===== config.mk =====
export PLATFORM = sky130hd
export DESIGN_NAME = wtc_watchdog_token
export DESIGN_NICKNAME = d
export VERILOG_FILES = /design/src/wtc_pkg.sv /design/src/wtc_watchdog_token.sv
export VERILOG_INCLUDE_DIRS = /design/src
export SDC_FILE = /design/constraint.sdc
export NUM_CORES = 1
export LEC_CHECK = 0
export ABC_AREA = 1
export BUFFER_PORTS_ARGS = -buffer_cell sky130_fd_sc_hd__buf_4
export CAP_MARGIN = 20
export CORE_MARGIN = 3
export CORE_UTILIZATION = 48
export CTS_CLUSTER_DIAMETER = 100
export DETAILED_ROUTE_END_ITERATION = 12
export GPL_TIMING_DRIVEN = 0
export PLACE_DENSITY_LB_ADDON = 0.3
export SKIP_LAST_GASP = 1
export SLEW_MARGIN = 10
export SYNTH_ARGS = -nofsm -noshare
export SYNTH_HDL_FRONTEND = slang
export SYNTH_SLANG_ARGS = --single-unit

===== constraint.sdc =====
create_clock -name clk -period 1.9 [get_ports clk]
set_input_delay 0.38 -clock clk [delete_from_list [all_inputs] [get_ports clk]]
set_output_delay 0.38 -clock clk [all_outputs]
set_load 0.005 [all_outputs]

===== src/wtc_cfg.svh =====
/*
 Register offsets, field positions, reset values and timing figures of the
 watchdog and token control block. Assumes a 20 MHz system clock.
*/
`ifndef WTC_CFG_SVH
`define WTC_CFG_SVH

// register indices; byte address is four times the index
`define WTC_IDX_IDENT_CMD 4'h0
`define WTC_IDX_GEN_CFG 4'h2
`define WTC_IDX_TIMER 4'h4
`define WTC_IDX_STATUS 4'h5

// command bits of ident_and_command
`define WTC_CMD_TOKEN_LAUNCH 0
`define WTC_CMD_WD_CLEAR 1
`define WTC_CMD_SW_RESET 2

// general_configuration fields
`define WTC_CFG_WD_DISABLE 0
`define WTC_CFG_PRIO_HOLD 1
`define WTC_CFG_TOKEN_DISABLE 2
`define WTC_CFG_WD_SRC_FS 3
`define WTC_CFG_TIMESTAMP 4
`define WTC_CFG_RESET 16'h0000

// status fields
`define WTC_ST_ALARM 0
`define WTC_ST_CLK_FAULT 1
`define WTC_ST_TOKEN_HELD 2

// watchdog: 0.25 ms per step, 512 ms default, 15 s ceiling
`define WTC_WD_STEP_US 250
`define WTC_WD_DEFAULT_MS 512
`define WTC_WD_MAX_S 15
`define WTC_XTAL_DIV 8192
`define WTC_FS_DIV 2

// clock supervision window and token pulse width
`define WTC_CLK_FAULT_US 250
`define WTC_TOKEN_PULSE_NS 30
`define WTC_CLK_MHZ 20

`endif


===== src/wtc_pkg.sv =====
/*
 Types shared by the watchdog and token control block.
 Assumes wtc_cfg.svh holds the numeric constants.
*/
package wtc_pkg;

   typedef enum logic [1:0] {
      WTC_TOK_IDLE = 2'b00,
      WTC_TOK_HOLD = 2'b01,
      WTC_TOK_ACCESS = 2'b10
   } wtc_tok_state_t;

endpackage


===== src/wtc_watchdog_token.sv =====
/*
 Watchdog with alarm pin, timestamp reuse of its counter, clock-fault
 interrupt, token chain control and the command/configuration registers.
 Assumes an Avalon-MM master with word addressing, a 20 MHz clock, pins
 from other domains on token_in_pin, frame_sync_8k and crystal_in, and
 memory-access logic on the same clock driving mem_req and mem_done.
*/
// Summary of operation
// - raise the clock-fault interrupt when the frame clock is missing
// - timestamp mode reuses the watchdog counter; watchdog then unavailable
// - watchdog counts down from the value software writes to the timer
// - full count-down without a clear activates the alarm pin
// - initial value 0 to 15 s in 0.25 ms steps
// - reset loads counter and timer with 512 ms
// - tick from frame sync / 2 or crystal / 8192; crystal after reset
// - hardware or software reset restores defaults, then pulses default load
// - ident register reads a fixed 16-bit circuit code untouched by reset
// - token-launch command sends a token pulse on the token output
// - writing bit 1 clears and restarts the watchdog
// - writing bit 2 resets configuration, watchdog, supervision and token logic like the reset pin
// - the three command bits clear themselves after each write
// - watchdog disable or timestamp mode keeps the alarm low; otherwise timeout drives high
// - priority hold captures a launched token and keeps it
// - without hold, access only with token, pass it after one access
// - token disable destroys the token, blocks access, output stays quiet
// - passing the token is one short pulse on the token output
// - detect missing clock within 250 us, repeat interrupt at 4 kHz
`timescale 1ns/10ps
`include "wtc_cfg.svh"

module wtc_watchdog_token #(
   parameter logic [15:0] CIRCUIT_CODE = 16'h5A31, // arbitrary value
   parameter int CLK_FAULT_CYCLES = (`WTC_CLK_FAULT_US * `WTC_CLK_MHZ),
   parameter int XTAL_DIV = `WTC_XTAL_DIV
) (
   input wire logic clk,
   input wire logic nrst,
   input wire logic [3:0] avs_address,
   input wire logic avs_read,
   input wire logic avs_write,
   input wire logic [31:0] avs_writedata,
   input wire logic [3:0] avs_byteenable,
   output logic [31:0] avs_readdata,
   output logic avs_waitrequest,
   input wire logic crystal_in,
   input wire logic frame_sync_8k,
   input wire logic token_in_pin,
   output logic token_out_pin,
   input wire logic mem_req,
   input wire logic mem_done,
   output logic mem_grant,
   output logic watchdog_alarm_pin,
   output logic clock_fault_irq_pin,
   output logic [15:0] timestamp_word,
   output logic defaults_load
);

   localparam int WD_DEFAULT = (`WTC_WD_DEFAULT_MS * 1000) / `WTC_WD_STEP_US;
   localparam int WD_MAX = (`WTC_WD_MAX_S * 1000000) / `WTC_WD_STEP_US;
   localparam int TOKEN_PULSE_CYC_RAW = (`WTC_TOKEN_PULSE_NS * `WTC_CLK_MHZ + 999) / 1000;
   localparam int TOKEN_PULSE_CYC = (TOKEN_PULSE_CYC_RAW < 1) ? 1 : TOKEN_PULSE_CYC_RAW;

   function automatic logic reg_hit(input logic [3:0] addr, input logic [3:0] idx);
      reg_hit = (addr == idx);
   endfunction

   // bus handshake: one wait state on every access
   logic ack_q;
   logic req;
   logic wr_take;
   logic srst_q;

   assign req = avs_read | avs_write;
   assign avs_waitrequest = req & ~ack_q;
   assign wr_take = avs_write & ack_q & avs_byteenable[0];

   always_ff @(posedge clk or negedge nrst) begin
      if (!nrst) begin
         ack_q <= 1'b0;
      end else begin
         ack_q <= req & ~ack_q;
      end
   end

   // command pulses live one cycle only
   logic launch_cmd;
   logic wd_clear_cmd;
   logic sw_reset_cmd;
   assign launch_cmd = wr_take & reg_hit(avs_address, `WTC_IDX_IDENT_CMD)
                       & avs_writedata[`WTC_CMD_TOKEN_LAUNCH];
   assign wd_clear_cmd = wr_take & reg_hit(avs_address, `WTC_IDX_IDENT_CMD)
                         & avs_writedata[`WTC_CMD_WD_CLEAR];
   assign sw_reset_cmd = wr_take & reg_hit(avs_address, `WTC_IDX_IDENT_CMD)
                         & avs_writedata[`WTC_CMD_SW_RESET];

   // software reset acts one cycle later on the configuration, watchdog, supervision and token registers below
   always_ff @(posedge clk or negedge nrst) begin
      if (!nrst) begin
         srst_q <= 1'b0;
      end else begin
         srst_q <= sw_reset_cmd;
      end
   end

   // defaults are pushed to memories right after either reset
   logic load_pend_q;
   always_ff @(posedge clk or negedge nrst) begin
      if (!nrst) begin
         load_pend_q <= 1'b1;
         defaults_load <= 1'b0;
      end else begin
         defaults_load <= load_pend_q | srst_q;
         load_pend_q <= 1'b0;
      end
   end

   // configuration registers
   logic [15:0] cfg_q;
   logic [15:0] timer_q;
   logic timer_wr;
   assign timer_wr = wr_take & reg_hit(avs_address, `WTC_IDX_TIMER);
   logic [15:0] timer_new;
   // values beyond 15 s are clipped to the ceiling
   assign timer_new = (avs_writedata[15:0] > 16'(WD_MAX)) ? 16'(WD_MAX) : avs_writedata[15:0];

   always_ff @(posedge clk or negedge nrst) begin
      if (!nrst) begin
         cfg_q <= `WTC_CFG_RESET;
      end else if (srst_q) begin
         cfg_q <= `WTC_CFG_RESET;
      end else if (wr_take && reg_hit(avs_address, `WTC_IDX_GEN_CFG)) begin
         cfg_q[7:0] <= avs_writedata[7:0];
         if (avs_byteenable[1]) begin
            cfg_q[15:8] <= avs_writedata[15:8];
         end
      end
   end

   always_ff @(posedge clk or negedge nrst) begin
      if (!nrst) begin
         timer_q <= 16'(WD_DEFAULT);
      end else if (srst_q) begin
         timer_q <= 16'(WD_DEFAULT);
      end else if (timer_wr && avs_byteenable[1]) begin
         timer_q <= timer_new;
      end
   end

   logic wd_disable;
   logic prio_hold;
   logic token_disable;
   logic ts_mode;
   assign wd_disable = cfg_q[`WTC_CFG_WD_DISABLE];
   assign prio_hold = cfg_q[`WTC_CFG_PRIO_HOLD];
   assign token_disable = cfg_q[`WTC_CFG_TOKEN_DISABLE];
   assign ts_mode = cfg_q[`WTC_CFG_TIMESTAMP];

   // pin synchronisers
   logic [1:0] xtal_s_q;
   logic [1:0] fs_s_q;
   logic [1:0] tok_s_q;
   logic xtal_d_q;
   logic fs_d_q;
   logic tok_d_q;
   always_ff @(posedge clk or negedge nrst) begin
      if (!nrst) begin
         xtal_s_q <= 2'b00;
         fs_s_q <= 2'b00;
         tok_s_q <= 2'b00;
         xtal_d_q <= 1'b0;
         fs_d_q <= 1'b0;
         tok_d_q <= 1'b0;
      end else begin
         xtal_s_q <= {xtal_s_q[0], crystal_in};
         fs_s_q <= {fs_s_q[0], frame_sync_8k};
         tok_s_q <= {tok_s_q[0], token_in_pin};
         xtal_d_q <= xtal_s_q[1];
         fs_d_q <= fs_s_q[1];
         tok_d_q <= tok_s_q[1];
      end
   end

   logic xtal_rise;
   logic fs_rise;
   logic tok_rise;
   assign xtal_rise = xtal_s_q[1] & ~xtal_d_q;
   assign fs_rise = fs_s_q[1] & ~fs_d_q;
   assign tok_rise = tok_s_q[1] & ~tok_d_q;

   // watchdog tick prescalers; crystal edges above half clk rate are missed
   logic [12:0] xdiv_q;
   logic fdiv_q;
   logic wd_tick;
   always_ff @(posedge clk or negedge nrst) begin
      if (!nrst) begin
         xdiv_q <= 13'h0000;
         fdiv_q <= 1'b0;
      end else if (srst_q) begin
         xdiv_q <= 13'h0000;
         fdiv_q <= 1'b0;
      end else begin
         if (xtal_rise) begin
            xdiv_q <= (xdiv_q == 13'(XTAL_DIV - 1)) ? 13'h0000 : xdiv_q + 13'h0001;
         end
         if (fs_rise) begin
            fdiv_q <= ~fdiv_q;
         end
      end
   end

   // frame sync halved or crystal divided; crystal source after reset
   assign wd_tick = cfg_q[`WTC_CFG_WD_SRC_FS] ? (fs_rise & fdiv_q)
                    : (xtal_rise & (xdiv_q == 13'(XTAL_DIV - 1)));

   // watchdog counter, also the timestamp base
   logic [15:0] wd_cnt_q;
   always_ff @(posedge clk or negedge nrst) begin
      if (!nrst) begin
         wd_cnt_q <= 16'(WD_DEFAULT);
      end else if (srst_q) begin
         wd_cnt_q <= 16'(WD_DEFAULT);
      end else if (timer_wr && avs_byteenable[1]) begin
         wd_cnt_q <= timer_new;
      end else if (wd_clear_cmd) begin
         wd_cnt_q <= timer_q;
      end else if (wd_tick) begin
         if (wd_cnt_q != 16'h0000) begin
            wd_cnt_q <= wd_cnt_q - 16'h0001;
         end else if (ts_mode) begin
            wd_cnt_q <= timer_q;
         end
      end
   end
   assign timestamp_word = wd_cnt_q;

   // alarm latches until cleared; disabled or timestamping keeps it low
   logic alarm_q;
   always_ff @(posedge clk or negedge nrst) begin
      if (!nrst) begin
         alarm_q <= 1'b0;
      end else if (srst_q || wd_clear_cmd || wd_disable || ts_mode) begin
         alarm_q <= 1'b0;
      end else if (wd_cnt_q == 16'h0000) begin
         alarm_q <= 1'b1;
      end
   end
   assign watchdog_alarm_pin = alarm_q;

   // clock supervision on the frame sync distribution
   logic [15:0] miss_cnt_q;
   logic fault_q;
   logic fault_irq_q;
   always_ff @(posedge clk or negedge nrst) begin
      if (!nrst) begin
         miss_cnt_q <= 16'h0000;
         fault_q <= 1'b0;
         fault_irq_q <= 1'b0;
      end else if (srst_q || fs_rise) begin
         miss_cnt_q <= 16'h0000;
         fault_q <= 1'b0;
         fault_irq_q <= 1'b0;
      end else if (miss_cnt_q == 16'(CLK_FAULT_CYCLES - 1)) begin
         // restart the window so the pulse repeats every 250 us
         miss_cnt_q <= 16'h0000;
         fault_q <= 1'b1;
         fault_irq_q <= 1'b1;
      end else begin
         miss_cnt_q <= miss_cnt_q + 16'h0001;
         fault_irq_q <= 1'b0;
      end
   end
   assign clock_fault_irq_pin = fault_irq_q;

   // token chain
   wtc_pkg::wtc_tok_state_t tok_q;
   logic pass_q;
   logic [3:0] pulse_cnt_q;
   logic tok_arrive;
   assign tok_arrive = launch_cmd | tok_rise;

   always_ff @(posedge clk or negedge nrst) begin
      if (!nrst) begin
         tok_q <= wtc_pkg::WTC_TOK_IDLE;
         pass_q <= 1'b0;
      end else if (srst_q) begin
         tok_q <= wtc_pkg::WTC_TOK_IDLE;
         pass_q <= 1'b0;
      end else begin
         pass_q <= 1'b0;
         case (tok_q)
            wtc_pkg::WTC_TOK_IDLE: begin
               if (tok_arrive && !token_disable) begin
                  if (prio_hold) begin
                     tok_q <= wtc_pkg::WTC_TOK_HOLD;
                  end else if (mem_req && tok_rise) begin
                     tok_q <= wtc_pkg::WTC_TOK_ACCESS;
                  end else begin
                     pass_q <= 1'b1;
                  end
               end
            end
            wtc_pkg::WTC_TOK_HOLD: begin
               if (token_disable) begin
                  tok_q <= wtc_pkg::WTC_TOK_IDLE;
               end else if (!prio_hold) begin
                  tok_q <= mem_req ? wtc_pkg::WTC_TOK_ACCESS : wtc_pkg::WTC_TOK_IDLE;
                  pass_q <= ~mem_req;
               end
            end
            wtc_pkg::WTC_TOK_ACCESS: begin
               if (token_disable) begin
                  tok_q <= wtc_pkg::WTC_TOK_IDLE;
               end else if (mem_done) begin
                  tok_q <= wtc_pkg::WTC_TOK_IDLE;
                  pass_q <= 1'b1;
               end
            end
            default: begin
               tok_q <= wtc_pkg::WTC_TOK_IDLE;
            end
         endcase
      end
   end

   // token output pulse, shortest whole-cycle width
   always_ff @(posedge clk or negedge nrst) begin
      if (!nrst) begin
         pulse_cnt_q <= 4'h0;
         token_out_pin <= 1'b0;
      end else if (srst_q || token_disable) begin
         pulse_cnt_q <= 4'h0;
         token_out_pin <= 1'b0;
      end else if (pass_q) begin
         pulse_cnt_q <= 4'(TOKEN_PULSE_CYC - 1);
         token_out_pin <= 1'b1;
      end else if (pulse_cnt_q != 4'h0) begin
         pulse_cnt_q <= pulse_cnt_q - 4'h1;
      end else begin
         token_out_pin <= 1'b0;
      end
   end

   assign mem_grant = (tok_q != wtc_pkg::WTC_TOK_IDLE) & ~token_disable;

   // read path; unmapped words read zero
   always_ff @(posedge clk or negedge nrst) begin
      if (!nrst) begin
         avs_readdata <= 32'h00000000;
      end else if (avs_read && !ack_q) begin
         avs_readdata <= 32'h00000000;
         if (reg_hit(avs_address, `WTC_IDX_IDENT_CMD)) begin
            avs_readdata[15:0] <= CIRCUIT_CODE;
         end else if (reg_hit(avs_address, `WTC_IDX_GEN_CFG)) begin
            avs_readdata[15:0] <= cfg_q;
         end else if (reg_hit(avs_address, `WTC_IDX_TIMER)) begin
            avs_readdata[15:0] <= timer_q;
         end else if (reg_hit(avs_address, `WTC_IDX_STATUS)) begin
            avs_readdata[31:16] <= wd_cnt_q;
            avs_readdata[`WTC_ST_ALARM] <= alarm_q;
            avs_readdata[`WTC_ST_CLK_FAULT] <= fault_q;
            avs_readdata[`WTC_ST_TOKEN_HELD] <= mem_grant;
         end
      end
   end

endmodule


==> run summary <==
worst endpoint data arrival time -> 2.17 ns
Worst Max-Slew Pin Slew -> 0.621 ns
Distinct cells, synth -> 43
Achievable Freq -> 538 MHz
H-tree levels -> 4
max_slew headroom -> 58.6%
complex-gate fraction of the synthesized area -> 11.8%
Synth Area in Simple Gates -> 26.8%
clock slew at reported path FFs -> 0.06 ns
Residual DRC -> 0
largest cells by area after synthesis -> dfrtp_1 (49%), nand2_1 (13%), inv_1 (5.9%)
Crit path max-delay family -> simple AND/OR/NAND/NOR gates
initial core utilization -> 49.5%
Worst Setup SP -> xdiv_q[1]$_DFFE_PN0P_
Leak -> 4.24 nW
fin util -> 62.1%
slowest stage delay, CP -> 0.42 ns
fin crit share -> 97.8%
fin area -> 8320 sq um
number of synthesized flops with an enable pin -> 0
DRT iter0 DRCs -> 596
# clock sinks -> 134
Syn Nets -> 898
Synth area leader -> dfrtp_1
placed cell count -> 1105
Peak VDD IR -> 0.596 mV
worst-case clock skew -> 0.00757 ns
TritonCTS clock tree -> built
sequential element share of the synthesized area -> 50.6%
Via density -> 5.34
hold path start -> crystal_in
critical path fanouts, max -> 10
worst min path class -> in2reg
vias in the first global route -> 5643
startpoint types -> register
worst reg-to-reg setup slack -> 0.04 ns
switching share of total power -> 33.2%
Layout area overhead -> 25.3%
RD Place Congestion -> 0.941
endpoints failing setup -> 0
antenna cell count -> 0
post-DR wirelength/cell -> 15.3 um
Setup crit end kind -> register
synthesized area -> 6640 sq um
Sw Pwr -> 0.00325 W
most frequent cell after synthesis -> nand2_1
largest family of logic cells by synthesized area -> simple AND/OR/NAND/NOR gates
cell row count -> 42
aggregate global-route resource usage -> 24.2%
Setup CP Type -> reg2reg
Synth top area share -> 49.4%
worst-skew pair later-pin latency -> 0.43 ns
mux cell area share after synthesis -> 0%
area of the multi-input gates -> 2820 sq um
PortBufs -> 84
Post-DRT Antenna Nets -> 0
clock buffer depth -> 2
detailed-route wire length -> 17600 um
Async S/R FF share, synth -> 100%
fraction of layout cells with a size suffix above 1 -> 18.5%
gr ovfl total -> 0
Fin. Hold Viols -> 0
CP required -> 2.21 ns
Tmin final -> 1.86 ns
Buffers & Inverters on Critical Path -> 2
Die Wd -> 124 um
RSZ-0062 raised after global routing -> yes
Post-Syn Instances -> 844
area of the core -> 13400 sq um
fillcell total -> 1213
CTS buffer count -> 17
Crit Reg-Reg Startpoint -> xdiv_q[1]$_DFFE_PN0P_
Root Driver -> clkbuf_16
internal power -> 0.00654 W
worst path cell trace -> ha_4, nand4_1, nor2_2, nand4_1, nand2_2, nand2_4, nand2_8, inv_8, buf_6, nand2_1, nand2_1
first-pass GRT wire length -> 28700 um
register share of total power -> 37.9%
DR vias -> 6110
adder-cell share of the synthesized area -> 0.943%
status -> finished, final reports clean
fin nets -> 1010
worst-path cell with the longest stage delay -> dfrtp_1
area share of xor/xnor cells in the synthesized design -> 1.72%
Mapped Avg Cell Area -> 7.86 sq um
total of warnings raised by yosys -> 0
max-slew violations -> 0
PwrDens -> 1180 nW/um^2
max-cap check violation count -> 0
# IOs -> 103
Comb pwr share -> 25.8%
Detail Placement HPWL -> 12600 um
power share of the clock group -> 36.2%
Register Area -> 3360 sq um
initial antenna violation count -> 0
die area -> 15300 sq um
DR pass1 iterations -> 6
Synth Register Bits -> 134
Die H -> 124 um
largest net degree at the start of global routing -> 69
synth cell count leaders -> nand2_1 (234), dfrtp_1 (131), inv_1 (104)
Post-DP Area -> 7520 sq um
Layout Cells excl Fill -> 1145
Most used DFF post-synth -> dfrtp_1
-- stage by stage --
stage / setup WS [ns] / hold WS, ns / power, W / TNS [ns]
finish: 0.0414 / 0.0550 / 0.00979 / 0
global route: -0.0527 / 0.0375 / 0.0104 / -0.350
CTS: -0.0253 / 0.0422 / 0.00969 / -0.0253
detailed placement: -0.161 / 0.340 / 0.00606 / -2.28
global placement: -0.150 / 0.334 / 0.00600 / -10.34
floorplan: 0.316 / 0.0844 / 0.00513 / 0
-- kinds of logic after synthesis --
family / count (synthesis)
compound gates: 141
other cells: 1
xor+xnor: 13
flops: 134
buf+inv: 132
simple gates: 418
fa+ha+maj: 5
-- power groups by stage --
stage               Clock (W)  Sequential, W  Combinational (W)
floorplan                   0        0.00363            0.00150
global route          0.00374        0.00376            0.00286
CTS                   0.00360        0.00368            0.00241
finish                0.00355        0.00371            0.00253
detailed placement          0        0.00372            0.00233
global placement            0        0.00372            0.00229
-- cell usage in the layout, fill, tap and decap left out, types with 17 or more instances in the layout --
master	Yosys	routed
nand2_1	234	229
o22ai_1	18	18
clkbuf_16	0	17
o21ai_0	50	49
nand3_1	62	61
nor2_1	74	70
inv_1	104	102
a21oi_1	45	44
buf_4	2	92
dfrtp_1	131	128
-- sequential cells by signal, summed over array words and instances, names as in the netlist, 4 cells and up --
register and cells:
timestamp_word 16, cfg_q 16, avs_readdata 32, timer_q 16, xdiv_q 13, pulse_cnt_q 4
miss_cnt_q 16
-- layer usage --
layer	routed length (um)	track usage, %	part of all wire, %
met1	8140	36.8	46
met5	0	0	0
met4	234	6.99	1.3
met2	7850	34.5	45
met3	1350	5.90	7.7
-- worst paths after layout --
kind	endpoint	depth (start not counted)
setup / recovery	timestamp_word[9]$_DFFE_PN0P_	11
hold / removal	xtal_s_q[0]$_DFF_PN0_	1
setup reg to reg	timestamp_word[9]$_DFFE_PN0P_	11
hold reg to reg	xtal_s_q[1]$_DFF_PN0_	0
max in group asynchronous	timer_q[11]$_DFFE_PN1P_	3
min in group asynchronous	avs_readdata[23]$_DFFE_PN0P_	2
-- worst reg2reg max path, stage by stage (launching register included) --
cell	delay, ns
dfrtp_1	0.42
ha_4	0.17
nand4_1	0.17
nor2_2	0.20
nand4_1	0.18
nand2_2	0.14
nand2_4	0.07
nand2_8	0.10
inv_8	0.06
buf_6	0.13
nand2_1	0.06
nand2_1	0.05
-- area by class of cell --
| cell class | instances | area share (%) |
|---|---|---|
| clock buffer | 17 | 5.12 |
| timing repair buffer | 94 | 8.80 |
| tap | 176 | 2.65 |
| buffer | 17 | 1.19 |
| clock inverter | 15 | 2.59 |
| multi-input combinational | 578 | 34.0 |
| inverter | 114 | 5.28 |
| sequential | 134 | 40.4 |
-- what timing repair did --
item,4_1_cts,5_1_grt
hold buffers,1,0
hold endpoints to repair,65,0
setup endpoints to repair,28,36
resized for setup,6,24
setup buffers,0,8
pin swaps,0,5
No activity file was read; power rests on OpenSTA's default activity.
